## src/line_out_pkg.sv

```systemverilog
/*
  Constants shared by the line-output routing and status register bank:
  register indices, field positions, reset values, bus sizes and timing.
  Assumes a 10 MHz system clock; nothing else is needed from outside.
*/
package line_out_pkg;

  // Register indices; the byte address on the bus is four times the index
  localparam logic [6:0] IDX_LEFT_LINE_OUT_LEVEL      = 7'h56;
  localparam logic [6:0] IDX_RESERVED_A               = 7'h57;
  localparam logic [6:0] IDX_LEFT_GAIN_TO_RIGHT_LINE  = 7'h58;
  localparam logic [6:0] IDX_LEFT_DAC_TO_RIGHT_LINE   = 7'h59;
  localparam logic [6:0] IDX_RESERVED_B               = 7'h5a;
  localparam logic [6:0] IDX_RIGHT_GAIN_TO_RIGHT_LINE = 7'h5b;
  localparam logic [6:0] IDX_RIGHT_DAC_TO_RIGHT_LINE  = 7'h5c;
  localparam logic [6:0] IDX_RIGHT_LINE_OUT_LEVEL     = 7'h5d;
  localparam logic [6:0] IDX_MODULE_POWER_STATUS      = 7'h5e;
  localparam logic [6:0] IDX_DRIVER_SHORT_STATUS      = 7'h5f;
  localparam logic [6:0] IDX_IRQ_STATUS               = 7'h60;
  localparam logic [6:0] IDX_IRQ_MASK                 = 7'h61;

  localparam int ADDR_W = 9;
  localparam int DATA_W = 32;

  // Output level register fields
  localparam int LEVEL_MSB  = 7;
  localparam int LEVEL_LSB  = 4;
  localparam int MUTE_BIT   = 3;
  localparam int RSVD_BIT   = 2;
  localparam int PEND_BIT   = 1;
  localparam int POWER_BIT  = 0;
  localparam logic [3:0] LEVEL_MAX = 4'h9;

  // Route register fields
  localparam int ROUTE_BIT  = 7;
  localparam int VOL_MSB    = 6;

  // Route slots in the route array
  localparam int SLOT_LEFT_GAIN  = 0;
  localparam int SLOT_LEFT_DAC   = 1;
  localparam int SLOT_RIGHT_GAIN = 2;
  localparam int SLOT_RIGHT_DAC  = 3;

  // Interrupt status bits: short circuits 7..4, gain settled 1..0
  localparam int IRQ_SHORT_LSB   = 4;
  localparam int IRQ_LEFT_DONE   = 1;
  localparam int IRQ_RIGHT_DONE  = 0;

  localparam logic [7:0] RESET_BYTE = 8'h00;
  localparam logic       RESET_PEND = 1'b1;

  // Gain ramp: one level step per interval
  localparam int CLK_HZ        = 10_000_000;
  localparam int STEP_TIME_NS  = 10_000;
  localparam int STEP_CYCLES   = (STEP_TIME_NS * (CLK_HZ / 1_000_000) + 999) / 1000;

  localparam int SYNC_W = 12;

endpackage

```

## src/status_sync.sv

```systemverilog
/*
  Two-flop synchroniser bank for the analog status levels.
  Assumes inputs are slow levels; the first stage is read only by the second.
*/
module status_sync #(
  parameter int W = 12
) (
  input  wire logic         i_clk,      // System clock
  input  wire logic         i_reset_n,  // Synchronous reset, active low
  input  wire logic [W-1:0] i_async,    // Levels from outside the domain
  output logic      [W-1:0] o_sync      // Synchronised levels
);

  typedef struct packed {
    logic [W-1:0] meta;
    logic [W-1:0] stable;
  } sync_state_t;

  sync_state_t state_ff;
  sync_state_t nxt_state;

  always_comb begin
    nxt_state        = state_ff;
    nxt_state.meta   = i_async;
    nxt_state.stable = state_ff.meta;
    if (!i_reset_n) begin
      nxt_state = '0;
    end
  end

  always_ff @(posedge i_clk) begin
    state_ff <= nxt_state;
  end

  assign o_sync = state_ff.stable;

endmodule

```

## src/line_out_routing_status_regs.sv

```systemverilog
/*
  Line-output level, mute, power and right-line routing registers, plus
  read-only module power and driver short-circuit status, on an Avalon-MM
  slave with waitrequest. Status levels come from the analog side and are
  synchronised here. Each register sits in the low byte of one 32-bit word.
*/
// Register access over Avalon-MM was left to the implementer.
// Functional notes
// - Bits 7..4 of each level register set line output gain, codes 0-9, reset 0; writes of codes 10-15 are stored and ramped to as well.
// - Bit 3 of each level register unmutes when one; reset keeps output muted.
// - Bit 1 reads one while programmed gains are pending; resets to one; read-only.
// - Bit 0 of each level register is writable power-up state, reset zero.
// - Bit 7 of each route register connects that source to the right line output.
// - Bits 6..0 of each route register hold a 7-bit volume code, reset zero.
// - Power status shows DACs, line outputs and headphone drivers powered up.
// - Short status bits 7..4 show shorts on four headphone drivers.
// - Short status bits 3..2 show headphone common drivers powered up.
module line_out_routing_status_regs #(
  parameter int STEP_CYCLES = line_out_pkg::STEP_CYCLES
) (
  input  wire logic                            i_clk,                // System clock, 10 MHz
  input  wire logic                            i_reset_n,            // Synchronous reset, active low
  input  wire logic [line_out_pkg::ADDR_W-1:0] i_address,            // Byte address
  input  wire logic                            i_read,               // Read request
  input  wire logic                            i_write,              // Write request
  input  wire logic [3:0]                      i_byteenable,         // Byte lanes of write
  input  wire logic [line_out_pkg::DATA_W-1:0] i_writedata,          // Write data
  output logic      [line_out_pkg::DATA_W-1:0] o_readdata,           // Read data
  output logic                                 o_waitrequest,        // Stall while high
  output logic                                 o_irq,                // Level interrupt
  input  wire logic                            i_left_dac_up,        // Left DAC powered
  input  wire logic                            i_right_dac_up,       // Right DAC powered
  input  wire logic                            i_left_line_out_up,   // Left line driver powered
  input  wire logic                            i_right_line_out_up,  // Right line driver powered
  input  wire logic                            i_left_hp_out_up,     // Left headphone driver powered
  input  wire logic                            i_right_hp_out_up,    // Right headphone driver powered
  input  wire logic [3:0]                      i_short,              // Shorts: lhp, rhp, lcom, rcom
  input  wire logic                            i_left_common_up,     // Left common driver powered
  input  wire logic                            i_right_common_up,    // Right common driver powered
  output logic      [3:0]                      o_left_line_level,    // Applied left gain code
  output logic                                 o_left_line_unmute,   // Left line output unmuted
  output logic                                 o_left_line_power,    // Left line power control
  output logic      [3:0]                      o_right_line_level,   // Applied right gain code
  output logic                                 o_right_line_unmute,  // Right line output unmuted
  output logic                                 o_right_line_power,   // Right line power control
  output logic      [3:0]                      o_route_enable,       // lgain, ldac, rgain, rdac
  output logic      [27:0]                     o_route_volume        // Four 7-bit codes, slot 0 low
);

  localparam int CNT_W = 16;

  if (STEP_CYCLES < 1 || STEP_CYCLES >= (1 << CNT_W)) begin : g_bad_step
    $error("STEP_CYCLES out of range");
  end

  typedef struct packed {
    logic             ack;
    logic [7:0]       rdata;
    logic [7:0]       left_level;
    logic [7:0]       right_level;
    logic [7:0]       rsvd_a;
    logic [7:0]       rsvd_b;
    logic [3:0][7:0]  route;
    logic [3:0]       left_applied;
    logic [3:0]       right_applied;
    logic             left_pend;
    logic             right_pend;
    logic [CNT_W-1:0] step_cnt;
    logic [3:0]       short_prev;
    logic [7:0]       irq_stat;
    logic [7:0]       irq_mask;
  } regs_state_t;

  regs_state_t state_ff;
  regs_state_t nxt_state;

  logic [line_out_pkg::SYNC_W-1:0] hw_sync;
  logic [7:0]                      power_status;
  logic [7:0]                      short_status;
  logic [6:0]                      req_idx;
  logic                            req_aligned;
  logic                            req_any;
  logic                            wr_fire;
  logic                            step_tick;

  status_sync #(
    .W (line_out_pkg::SYNC_W)
  ) u_status_sync (
    .i_clk     (i_clk),
    .i_reset_n (i_reset_n),
    .i_async   ({i_left_dac_up, i_right_dac_up, i_left_line_out_up, i_right_line_out_up,
                 i_left_hp_out_up, i_right_hp_out_up, i_short, i_left_common_up, i_right_common_up}),
    .o_sync    (hw_sync)
  );

  // Moves the applied gain one code toward the programmed one
  function automatic logic [3:0] step_toward(input logic [3:0] cur, input logic [3:0] tgt);
    logic [3:0] res;
    res = cur;
    if (cur < tgt) begin
      res = cur + 4'h1;
    end else if (cur > tgt) begin
      res = cur - 4'h1;
    end
    return res;
  endfunction

  // Level register as read back: reserved bit forced low, pending bit live
  function automatic logic [7:0] level_view(input logic [7:0] stored, input logic pend);
    logic [7:0] res;
    res                         = stored;
    res[line_out_pkg::RSVD_BIT] = 1'b0;
    res[line_out_pkg::PEND_BIT] = pend;
    return res;
  endfunction

  // Keeps the writable fields of a level register, read-only bits from before
  function automatic logic [7:0] level_write(input logic [7:0] old, input logic [7:0] wd);
    logic [7:0] res;
    res                         = wd;
    res[line_out_pkg::RSVD_BIT] = old[line_out_pkg::RSVD_BIT];
    res[line_out_pkg::PEND_BIT] = old[line_out_pkg::PEND_BIT];
    return res;
  endfunction

  // Status is live: built straight from the synchronised levels
  always_comb begin
    power_status    = 8'h00;
    power_status[7] = hw_sync[11];
    power_status[6] = hw_sync[10];
    power_status[4] = hw_sync[9];
    power_status[3] = hw_sync[8];
    power_status[2] = hw_sync[7];
    power_status[1] = hw_sync[6];
    short_status      = 8'h00;
    short_status[7:4] = hw_sync[5:2];
    short_status[3]   = hw_sync[1];
    short_status[2]   = hw_sync[0];
  end

  assign req_any     = i_read | i_write;
  assign req_idx     = i_address[line_out_pkg::ADDR_W-1:2];
  assign req_aligned = (i_address[1:0] == 2'b00);
  // Write lands on the edge where waitrequest is seen low
  assign wr_fire     = i_write & state_ff.ack & req_aligned & i_byteenable[0];
  assign step_tick   = (state_ff.step_cnt == '0);

  always_comb begin
    logic [7:0] rd;
    logic [7:0] wd;
    logic       left_done;
    logic       right_done;
    logic [7:0] events;
    rd         = 8'h00;
    wd         = i_writedata[7:0];
    left_done  = 1'b0;
    right_done = 1'b0;
    events     = 8'h00;
    nxt_state  = state_ff;

    // One wait state: first cycle captures data, second completes
    nxt_state.ack = req_any & ~state_ff.ack;

    if (!req_aligned) begin
      rd = 8'h00;
    end else if (req_idx == line_out_pkg::IDX_LEFT_LINE_OUT_LEVEL) begin
      rd = level_view(state_ff.left_level, state_ff.left_pend);
    end else if (req_idx == line_out_pkg::IDX_RESERVED_A) begin
      rd = state_ff.rsvd_a;
    end else if (req_idx == line_out_pkg::IDX_LEFT_GAIN_TO_RIGHT_LINE) begin
      rd = state_ff.route[line_out_pkg::SLOT_LEFT_GAIN];
    end else if (req_idx == line_out_pkg::IDX_LEFT_DAC_TO_RIGHT_LINE) begin
      rd = state_ff.route[line_out_pkg::SLOT_LEFT_DAC];
    end else if (req_idx == line_out_pkg::IDX_RESERVED_B) begin
      rd = state_ff.rsvd_b;
    end else if (req_idx == line_out_pkg::IDX_RIGHT_GAIN_TO_RIGHT_LINE) begin
      rd = state_ff.route[line_out_pkg::SLOT_RIGHT_GAIN];
    end else if (req_idx == line_out_pkg::IDX_RIGHT_DAC_TO_RIGHT_LINE) begin
      rd = state_ff.route[line_out_pkg::SLOT_RIGHT_DAC];
    end else if (req_idx == line_out_pkg::IDX_RIGHT_LINE_OUT_LEVEL) begin
      rd = level_view(state_ff.right_level, state_ff.right_pend);
    end else if (req_idx == line_out_pkg::IDX_MODULE_POWER_STATUS) begin
      rd = power_status;
    end else if (req_idx == line_out_pkg::IDX_DRIVER_SHORT_STATUS) begin
      rd = short_status;
    end else if (req_idx == line_out_pkg::IDX_IRQ_STATUS) begin
      rd = state_ff.irq_stat;
    end else if (req_idx == line_out_pkg::IDX_IRQ_MASK) begin
      rd = state_ff.irq_mask;
    end
    if (i_read & ~state_ff.ack) begin
      nxt_state.rdata = rd;
    end

    // Writes; power and short status registers and unmapped words ignore them
    if (wr_fire) begin
      if (req_idx == line_out_pkg::IDX_LEFT_LINE_OUT_LEVEL) begin
        nxt_state.left_level = level_write(state_ff.left_level, wd);
      end else if (req_idx == line_out_pkg::IDX_RESERVED_A) begin
        nxt_state.rsvd_a = wd;
      end else if (req_idx == line_out_pkg::IDX_LEFT_GAIN_TO_RIGHT_LINE) begin
        nxt_state.route[line_out_pkg::SLOT_LEFT_GAIN] = wd;
      end else if (req_idx == line_out_pkg::IDX_LEFT_DAC_TO_RIGHT_LINE) begin
        nxt_state.route[line_out_pkg::SLOT_LEFT_DAC] = wd;
      end else if (req_idx == line_out_pkg::IDX_RESERVED_B) begin
        nxt_state.rsvd_b = wd;
      end else if (req_idx == line_out_pkg::IDX_RIGHT_GAIN_TO_RIGHT_LINE) begin
        nxt_state.route[line_out_pkg::SLOT_RIGHT_GAIN] = wd;
      end else if (req_idx == line_out_pkg::IDX_RIGHT_DAC_TO_RIGHT_LINE) begin
        nxt_state.route[line_out_pkg::SLOT_RIGHT_DAC] = wd;
      end else if (req_idx == line_out_pkg::IDX_RIGHT_LINE_OUT_LEVEL) begin
        nxt_state.right_level = level_write(state_ff.right_level, wd);
      end else if (req_idx == line_out_pkg::IDX_IRQ_MASK) begin
        nxt_state.irq_mask = wd;
      end
    end

    // Gain ramp: a new target re-arms pending at once, so a read never misses it
    if (step_tick) begin
      nxt_state.step_cnt = CNT_W'(STEP_CYCLES - 1);
    end else begin
      nxt_state.step_cnt = state_ff.step_cnt - 1'b1;
    end
    if (step_tick) begin
      nxt_state.left_applied  = step_toward(state_ff.left_applied,
                                            state_ff.left_level[line_out_pkg::LEVEL_MSB:line_out_pkg::LEVEL_LSB]);
      nxt_state.right_applied = step_toward(state_ff.right_applied,
                                            state_ff.right_level[line_out_pkg::LEVEL_MSB:line_out_pkg::LEVEL_LSB]);
    end
    nxt_state.left_pend  = (nxt_state.left_applied !=
                            nxt_state.left_level[line_out_pkg::LEVEL_MSB:line_out_pkg::LEVEL_LSB]) |
                           (state_ff.left_pend & ~step_tick);
    nxt_state.right_pend = (nxt_state.right_applied !=
                            nxt_state.right_level[line_out_pkg::LEVEL_MSB:line_out_pkg::LEVEL_LSB]) |
                           (state_ff.right_pend & ~step_tick);
    left_done  = state_ff.left_pend & ~nxt_state.left_pend;
    right_done = state_ff.right_pend & ~nxt_state.right_pend;

    // Sticky events; a new event beats a clear in the same cycle
    nxt_state.short_prev = short_status[7:4];
    events[7:line_out_pkg::IRQ_SHORT_LSB]  = short_status[7:4] & ~state_ff.short_prev;
    events[line_out_pkg::IRQ_LEFT_DONE]    = left_done;
    events[line_out_pkg::IRQ_RIGHT_DONE]   = right_done;
    nxt_state.irq_stat = state_ff.irq_stat;
    if (wr_fire && req_idx == line_out_pkg::IDX_IRQ_STATUS) begin
      nxt_state.irq_stat = state_ff.irq_stat & ~wd;
    end
    nxt_state.irq_stat = nxt_state.irq_stat | events;

    if (!i_reset_n) begin
      nxt_state               = '0;
      nxt_state.left_level    = line_out_pkg::RESET_BYTE;
      nxt_state.right_level   = line_out_pkg::RESET_BYTE;
      nxt_state.rsvd_a        = line_out_pkg::RESET_BYTE;
      nxt_state.rsvd_b        = line_out_pkg::RESET_BYTE;
      nxt_state.left_pend     = line_out_pkg::RESET_PEND;
      nxt_state.right_pend    = line_out_pkg::RESET_PEND;
      nxt_state.step_cnt      = CNT_W'(STEP_CYCLES - 1);
      nxt_state.short_prev    = 4'h0;
    end
  end

  always_ff @(posedge i_clk) begin
    state_ff <= nxt_state;
  end

  assign o_waitrequest = req_any & ~state_ff.ack;
  assign o_readdata    = {{(line_out_pkg::DATA_W-8){1'b0}}, state_ff.rdata};
  assign o_irq         = |(state_ff.irq_stat & state_ff.irq_mask);

  assign o_left_line_level   = state_ff.left_applied;
  assign o_left_line_unmute  = state_ff.left_level[line_out_pkg::MUTE_BIT];
  assign o_left_line_power   = state_ff.left_level[line_out_pkg::POWER_BIT];
  assign o_right_line_level  = state_ff.right_applied;
  assign o_right_line_unmute = state_ff.right_level[line_out_pkg::MUTE_BIT];
  assign o_right_line_power  = state_ff.right_level[line_out_pkg::POWER_BIT];

  always_comb begin
    for (int s = 0; s < 4; s++) begin
      o_route_enable[s]       = state_ff.route[s][line_out_pkg::ROUTE_BIT];
      o_route_volume[s*7 +: 7] = state_ff.route[s][line_out_pkg::VOL_MSB:0];
    end
  end

endmodule

```

## config.mk

```make
export PLATFORM = sky130hd
export DESIGN_NAME = line_out_routing_status_regs
export DESIGN_NICKNAME = d
export VERILOG_FILES = /design/src/line_out_pkg.sv /design/src/status_sync.sv /design/src/line_out_routing_status_regs.sv
export SDC_FILE = /design/constraint.sdc
export NUM_CORES = 1
export LEC_CHECK = 0
export BUFFER_PORTS_ARGS = -buffer_cell sky130_fd_sc_hd__buf_2
export CORE_MARGIN = 2
export CORE_UTILIZATION = 40
export CTS_CLUSTER_DIAMETER = 40
export DETAILED_ROUTE_END_ITERATION = 10
export GPL_TIMING_DRIVEN = 1
export PLACE_DENSITY = 0.69
export SLEW_MARGIN = 20
export SYNTH_ARGS = -nofsm -noshare
export SYNTH_HDL_FRONTEND = slang
export SYNTH_HIERARCHICAL = 1
export SYNTH_SLANG_ARGS = --single-unit
```

## constraint.sdc

```tcl
create_clock -name i_clk -period 7.9 [get_ports i_clk]
set_input_delay 0.79 -clock i_clk [delete_from_list [all_inputs] [get_ports i_clk]]
set_output_delay 0.79 -clock i_clk [all_outputs]
set_load 0.05 [all_outputs]
```

==> reports/results.txt, run 1 <==
Core footprint: 17900 µm²
Leak: 3.14 nW
Multi-input logic area: 3640 µm²
RSZ-0062 raised after global routing: no
Power Total: 1.62 mW
Crit share post-route: 47.2%
Crit-path slowest cell: buf_2
FP Rows: 49
Die height: 139 µm
IO Pins: 139
Syn Inst Count: 868
Placed cell areas: 7270 µm²
Max H-tree Level: 4
Final hold vios: 0
CP Cell Sequence: buf_2, and4b_1, and4_1, mux2i_1, xor2_1, xnor2_1, or3_1, o21a_1, or3_2
DR vias/cell: 5.25
Die X: 139 µm
Grt ovf: 0
EDFF count, synth: 0
WL/cell: 16.5 µm
Clock sinks: 139
Largest family of logic cells by synthesized area: simple AND/OR/NAND/NOR gates
First-pass GRT wire length: 29200 µm
Final instance area: 7860 µm²
Clk slew on worst S/H paths: 60 ps
FMAX: 268 MHz
Mux share of post-synthesis cell area: 8.42%
Slew headroom: 33.3%
Area delta synth->final: 8.11%
Crit-path max FO: 42
Die area: 19300 µm²
Fin Setup TNS: 0 ps
Non-Filler Instances: 1116
Minimum clock period: 3730 ps
Post-DP HPWL: 12900 µm
Synth Register Bits: 139
Register-to-Register Setup Slack: 4630 ps
# fillers: 1782
Cells resized by post-CTS repair: 0
Yosys cell types: 69
Pre-antenna DRT Iters: 6
Setup ws final: 4170 ps
Largest net degree at the start of global routing: 68
Avg Synthesized Cell Area: 8.37 µm²
RePlAce Congestion: 0.921
Worst hold slack: 427 ps
Share of cells above drive strength 1: 18.3%
Async set or reset register ratio after synthesis: 0%
Final setup vio count: 0
Synth Flop Type: dfxtp_1
Routed Antenna Nets: 0
Crit start category: input port
Slew Viols, Final: 0
Dpl cells: 1083
Slew at the pin with the worst max-slew slack: 1000 ps
Complex-gate fraction of the synthesized area: 13.1%
Crit. End Element: flip-flop
Via count: 5862
Synth Area in Simple Gates: 21.8%
WS Path Type: input port to flip-flop
Hold Buf Count CTS: 0
CTS max path bufs: 2
Initial antenna violation count: 1
Run status: completed
Worst skew pair latency: 430 ps
I/O Buffers: 87
Worst VDD drop: 0.165 mV
Post-synthesis sequential area ratio: 38.3%
Total track usage: 19.0%
Adder-Cell Fraction of Synth Area: 2.24%
Total Nets Final: 947
Num CTS Buffers: 17
FF/Latch Area: 2780 µm²
Setup slack at placement: 3790 ps
DRC viols: 0
CP Data Arrival Time: 4040 ps
Hold Path Class: flip-flop to flip-flop
Critical Path Max Stage Delay: 740 ps
Finished Core Util: 43.9%
First DRT Iteration DRCs: 501
Worst EP required: 8210 ps
Max Cap Viol: 0
Synthesized area: 7270 µm²
Root buf cell: clkbuf_16
TritonCTS clock tree: yes
Yosys warns: 6
Drt total wl: 18500 µm
Worst Skew: 7.60 ps
Setup Fix Bufs, Post-CTS: 0
XOR/XNOR Fraction of Synth Area: 3.25%
Initial Util: 40.6%
Number of global-route vias before repair: 5443
Pwr dens: 206 nW/µm²
## layout by cell type (no fill, tap or decap), drive strengths merged, types with 5 or more instances in the layout
master | synthesis | layout
a21boi | 8 | 8
a21oi | 71 | 71
a22oi | 7 | 7
and2 | 37 | 37
buf | 91 | 91
clkbuf | 37 | 17
conb | 1 | 24
dfxtp | 139 | 139
ha | 13 | 13
inv | 23 | 29
mux2 | 5 | 5
mux2i | 51 | 51
nand2 | 123 | 123
nand2b | 6 | 6
nand3 | 12 | 12
nand4 | 5 | 5
nor2 | 73 | 73
nor2b | 21 | 21
nor3 | 9 | 9
nor4 | 10 | 10
o21ai | 28 | 28
o22ai | 8 | 8
xnor2 | 19 | 19
xor2 | 8 | 8
## registers in the layout (all words and copies together) (netlist names)
signal and cells:
o_route_enable 4, o_left_line_unmute 1, state_ff 63, u_status_sync/state_ff 12
o_left_line_level 4, o_right_line_level 4, o_right_line_power 1, o_route_volume 28
o_right_line_unmute 1, o_readdata 8, o_left_line_power 1, u_status_sync/o_sync 12
## worst max-delay path, delay by kind of cell
family	cells	cell delay, ps
AO/OA/AOI/OAI	1	150
AND/OR/NAND/NOR	4	1580
XOR/XNOR	2	420
buffers and inverters	1	740
multiplexers	1	320
## cells in the mapped netlist (9+ instances only)
master | instances | area, µm²
and2_2 | 19 | 143
mux2i_1 | 51 | 510
nand3_1 | 12 | 60.1
o21ai_0 | 27 | 135
ha_1 | 13 | 163
inv_1 | 22 | 82.6
nor2_1 | 73 | 274
dfxtp_1 | 139 | 2780
nor2b_1 | 21 | 131
nor3_1 | 9 | 45.0
nor4_1 | 9 | 56.3
clkbuf_1 | 34 | 128
and2_1 | 18 | 113
xnor2_1 | 19 | 166
nand2_1 | 123 | 462
buf_4 | 85 | 638
a21oi_1 | 71 | 355
## path summary, 6_finish.rpt
check                                  start                      end  depth (start not counted)
setup / recovery                i_address[2]             state_ff[36]                          9
hold / removal    u_status_sync/state_ff[12]  u_status_sync/o_sync[0]                          1
setup reg to reg                state_ff[29]             state_ff[36]                          7
hold reg to reg   u_status_sync/state_ff[12]  u_status_sync/o_sync[0]                          1
## power breakdown
part | leakage [nW] | switching [mW] | internal [mW] | total [mW]
sequential | 1.13 | 0.00623 | 0.711 | 0.717
combinational | 1.73 | 0.0781 | 0.0252 | 0.103
clock | 0.283 | 0.326 | 0.469 | 0.796
## kinds of logic (layout without fill, tap and decap cells)
family,Yosys count,count (layout)
AND/OR/NAND/NOR,323,323
AO/OA/AOI/OAI,156,156
multiplexers,58,58
other,1,25
flip-flops,139,139
buffers and inverters,151,146
adder cells (fa/ha/maj),13,13
XOR/XNOR,27,27
## layout make-up
cell class | count | share of cell area, %
repair buffers | 91 | 5.93
clock inverters | 15 | 2.05
well taps | 229 | 3.65
clock buffers | 17 | 5.42
flip-flops and latches | 139 | 35.4
multi-input cells | 601 | 46.4
inverters | 23 | 1.10
diodes | 1 | 0.0319
## layer usage
metal	global-route usage, %	vias up	routed length [µm]
met5	0	-	0
met4	6.11	0	356
met3	5.90	31	1440
met2	29.1	244	8190
met1	25.6	2728	8480
li1	-	2859	-
No activity file was read; power rests on OpenSTA's default activity.
==> inputs of run 2 (changes only) <==
==> constraint.sdc (replaced) <==
create_clock -name i_clk -period 3.7 [get_ports i_clk]
set_input_delay 0.37 -clock i_clk [delete_from_list [all_inputs] [get_ports i_clk]]
set_output_delay 0.37 -clock i_clk [all_outputs]
set_load 0.05 [all_outputs]
==> reports/results.txt, run 2 (synthesis gave the netlist of run 1 again) <==
Run status: completed
Ant diodes: 0
WS Path Type: flip-flop to flip-flop
First DRT Iteration DRCs: 475
Dpl cells: 1089
Root buf cell: clkbuf_16
Slew at the pin with the worst max-slew slack: 957 ps
Finished Core Util: 44.0%
Total track usage: 19.6%
Area delta synth->final: 8.30%
Setup Fix Bufs, Post-CTS: 0
DRC viols: 0
Minimum clock period: 2950 ps
Register with the most flip-flops: state_ff
Pre-antenna DRT Iters: 5
Max H-tree Level: 4
Largest net degree at the start of global routing: 67
Clk slew on worst S/H paths: 60 ps
Routed Antenna Nets: 0
I/O Buffers: 87
Hold Path Class: input port to flip-flop
WL/cell: 16.7 µm
Num CTS Buffers: 17
DR top layer: met4
Die area: 19300 µm²
FMAX: 339 MHz
Fin Setup TNS: 0 ps
Final instance area: 7870 µm²
Met3 wire length: 1370 µm
CP Data Arrival Time: 3280 ps
Cells resized by post-CTS repair: 0
Crit start category: flip-flop
IO Pins: 139
Commonest non-fill, non-tap cells in the layout: 139 x dfxtp_1, 123 x nand2_1, 87 x buf_2
FP Rows: 49
TritonCTS clock tree: yes
Share of cells above drive strength 1: 18.6%
Crit. End Element: flip-flop
Commonest non-fill, non-tap cell in the layout: dfxtp_1
DR vias/cell: 5.24
Placed cell areas: 7300 µm²
Max FFs per register: 63
Leak: 3.16 nW
Drt total wl: 18700 µm
RSZ-0062 raised after global routing: no
Final setup vio count: 0
Via count: 5870
Total Nets Final: 953
Setup slack at placement: 520 ps
Clock sinks: 139
CTS max path bufs: 2
Setup ws final: 746 ps
Grt ovf: 0
Non-Filler Instances: 1120
Die height: 139 µm
Initial antenna violation count: 0
Max Cap Viol: 0
First-pass GRT wire length: 29800 µm
Worst Skew: 6.70 ps
Met1 wire length: 8340 µm
Worst EP required: 4020 ps
Post-DP HPWL: 13100 µm
Final hold vios: 0
Hold Buf Count CTS: 0
Number of global-route vias before repair: 5521
Initial Util: 40.6%
Slew headroom: 36.2%
Die X: 139 µm
Core footprint: 17900 µm²
Met2 WL: 8420 µm
Slew Viols, Final: 0
Crit share post-route: 79.8%
Crit-path max FO: 8
Worst skew pair latency: 430 ps
Worst VDD drop: 0.457 mV
RePlAce Congestion: 0.957
Pwr dens: 430 nW/µm²
-- run 2: cell count changes in the layout (fill, tap and decap cells not counted), sizes merged --
| cell | previous run | this run |
|---|---|---|
| buf | 91 | 97 |
| clkinv | 4 | 6 |
| bufinv | 2 | 1 |
| clkinvlp | 3 | 2 |
| diode | 1 | 0 |
| inv | 29 | 28 |
-- run 2: area by class of cell --
| type | instances | area [µm²] |
|---|---|---|
| fill | 1801 | 10000 |
| sequential | 139 | 2780 |
| inverter | 23 | 87.6 |
| timing repair buffer | 97 | 510 |
| clock buffer | 17 | 425 |
| tap | 229 | 287 |
| multi-input combinational | 601 | 3640 |
| clock inverter | 14 | 138 |
-- run 2: final timing paths --
path	startpoint	to	slack, ps	depth (start not counted)
min	i_right_hp_out_up	u_status_sync/state_ff[18]	150	2
max	state_ff[29]	state_ff[9]	750	8
min reg2reg	u_status_sync/state_ff[12]	u_status_sync/o_sync[0]	430	1
max reg2reg	state_ff[29]	state_ff[9]	750	8
-- run 2: critical path, stage by stage (launching register included) --
cell and delay (ps):
dfxtp_1 350, or4_4 560, or4_4 430, or2_0 420
a21oi_1 400, a21oi_1 100, mux2i_1 190, and4b_1 210
a21o_1 170
-- run 2: per-layer routing --
metal  GRT usage [%]  vias up
li1                -     2878
met1            25.6     2728
met4            6.27        0
met3            6.28       45
met5               0        -
met2            30.8      219
-- run 2: report_power, final --
group / switching [mW] / internal (mW)
clock: 0.693 / 0.936
sequential: 0.0126 / 1.52
combinational: 0.168 / 0.0544
-- run 2: metrics by stage --
step | total power, mW | hold slack [ps]
2_1_floorplan | 1.75 | 396
3_3_place_gp | 1.78 | 420
5_1_grt | 3.49 | 146
4_1_cts | 3.40 | 135
6_report | 3.38 | 147
3_5_place_dp | 1.78 | 418
==> inputs of run 3 (changes only) <==
--- a/config.mk
+++ b/config.mk
@@ -11,7 +11,7 @@
 export CTS_CLUSTER_DIAMETER = 40
 export DETAILED_ROUTE_END_ITERATION = 10
 export GPL_TIMING_DRIVEN = 1
-export PLACE_DENSITY = 0.69
+export PLACE_DENSITY = 0.71
 export SLEW_MARGIN = 20
 export SYNTH_ARGS = -nofsm -noshare
 export SYNTH_HDL_FRONTEND = slang
==> constraint.sdc (replaced) <==
create_clock -name i_clk -period 2.5 [get_ports i_clk]
set_input_delay 0.25 -clock i_clk [delete_from_list [all_inputs] [get_ports i_clk]]
set_output_delay 0.25 -clock i_clk [all_outputs]
set_load 0.05 [all_outputs]
==> reports/results.txt, run 3 (synthesis gave the netlist of run 1 again) <==
Die X: 139 µm
Initial Util: 40.6%
Failing checks: negative setup slack
RSZ-0062 raised after global routing: yes
Clock share of power: 47.6%
GR Util met3: 5.01%
I/O Buffers: 87
DRC viols: 0
Logic gate share of total power: 7.3%
Routed Antenna Nets: 0
WS Path Type: flip-flop to flip-flop
Commonest non-fill, non-tap cells in the layout: 137 x dfxtp_1, 122 x nand2_1, 87 x buf_2
Slew Viols, Final: 0
Switching part of the total: 25.3%
Worst hold slack: 30.2 ps
CTS max path bufs: 2
FMAX: 396 MHz
Minimum clock period: 2530 ps
Met2 usage: 32.6%
Sequential share of power: 45.0%
Die height: 139 µm
Initial antenna violation count: 0
Commonest non-fill, non-tap cell in the layout: dfxtp_1
Crit. End Element: flip-flop
Dpl cells: 1161
Run status: finished with violations
Worst EP required: 2810 ps
Crit-path max FO: 5
WL/cell: 16.7 µm
Drt total wl: 19900 µm
Num CTS Buffers: 17
CP Cell Sequence: or4_4, or4_4, nor2_4, buf_6, nand2_4, or3_4, o21a_1, or3_4
Clk slew on worst S/H paths: 60 ps
Total track usage: 20.6%
Leak: 3.57 nW
Max FFs per register: 63
Area delta synth->final: 17.8%
Slew headroom: 66.0%
Power Internal: 3.76 mW
Grt ovf: 0
P_sw: 1.27 mW
DR vias/cell: 5.26
Pwr dens: 588 nW/µm²
GRT busiest layer: met2
Worst VDD drop: 0.517 mV
Worst skew pair latency: 430 ps
Largest net degree at the start of global routing: 42
Total Nets Final: 1028
FP Rows: 49
Max H-tree Level: 4
Hold Buf Count CTS: 0
GR Util met1: 26.8%
Critical Path Max Stage Delay: 520 ps
Crit start category: flip-flop
RePlAce Congestion: 0.975
Slew at the pin with the worst max-slew slack: 510 ps
Finished Core Util: 47.8%
TritonCTS clock tree: yes
Setup slack at placement: -281 ps
Ant diodes: 0
CP delay by family, top: simple AND/OR/NAND/NOR gates
First-pass GRT wire length: 31400 µm
Crit-path slowest cell: or4_4
Final setup vio count: 3
Worst Skew: 10.3 ps
Crit share post-route: 101%
Number of global-route vias before repair: 5940
Share of cells above drive strength 1: 26.4%
Pre-antenna DRT Iters: 6
IO Pins: 139
Max Cap Viol: 0
Root buf cell: clkbuf_16
Via count: 6290
Core footprint: 17900 µm²
Register with the most flip-flops: state_ff
CP Data Arrival Time: 2840 ps
Final hold vios: 0
Post-DP HPWL: 14400 µm
Setup ws final: -27.8 ps
First DRT Iteration DRCs: 650
Critical path buffers and inverters: 1
Power Total: 5.03 mW
Non-Filler Instances: 1196
Hold Path Class: input port to flip-flop
Die area: 19300 µm²
Clock sinks: 139
[run 3: worst paths after layout]
kind	slack (ps)	cells after the start	end	from
hold / removal	30	2	u_status_sync/state_ff[19]	i_left_hp_out_up
hold reg to reg	430	1	u_status_sync/o_sync[9]	u_status_sync/state_ff[21]
setup / recovery	-30	8	state_ff[36]	state_ff[32]
setup reg to reg	-30	8	state_ff[36]	state_ff[32]
[run 3: layout make-up]
cell class | instances | area, µm²
multi-input cells | 601 | 3730
clock buffers | 20 | 447
repair buffers | 172 | 1110
flip-flops and latches | 139 | 2790
well taps | 229 | 287
inverters | 23 | 86.3
fillers | 1726 | 9350
clock inverters | 12 | 116
[run 3: per-stage QoR]
step	instance area, µm²	TNS [ps]
finish	8560	-44.2
floorplan	7390	-501
detailed placement	7910	-1020
CTS	8540	-17.3
global route	8560	-487
global placement	7910	-752
[run 3: timing repair]
action | CTS | global route
pin swaps | 8 | 3
setup buffers | 3 | 0
gates resized for setup | 9 | 4
setup endpoints to repair | 5 | 5
hold endpoints to repair | 0 | 0
[run 3: per-layer routing]
layer,vias to the layer above,share of wire (%)
li1,3018,-
met1,2944,43
met2,281,45
met3,47,8.0
met4,0,3.4
met5,-,0
[run 3: power by group through the flow]
| stage | clock (mW) | combinational [mW] | sequential [mW] |
|---|---|---|---|
| 6_report | 2.40 | 0.369 | 2.27 |
| 5_1_grt | 2.53 | 0.394 | 2.27 |
| 4_1_cts | 2.43 | 0.366 | 2.26 |
| 3_5_place_dp | 0 | 0.365 | 2.31 |
| 3_3_place_gp | 0 | 0.363 | 2.31 |
| 2_1_floorplan | 0 | 0.283 | 2.31 |
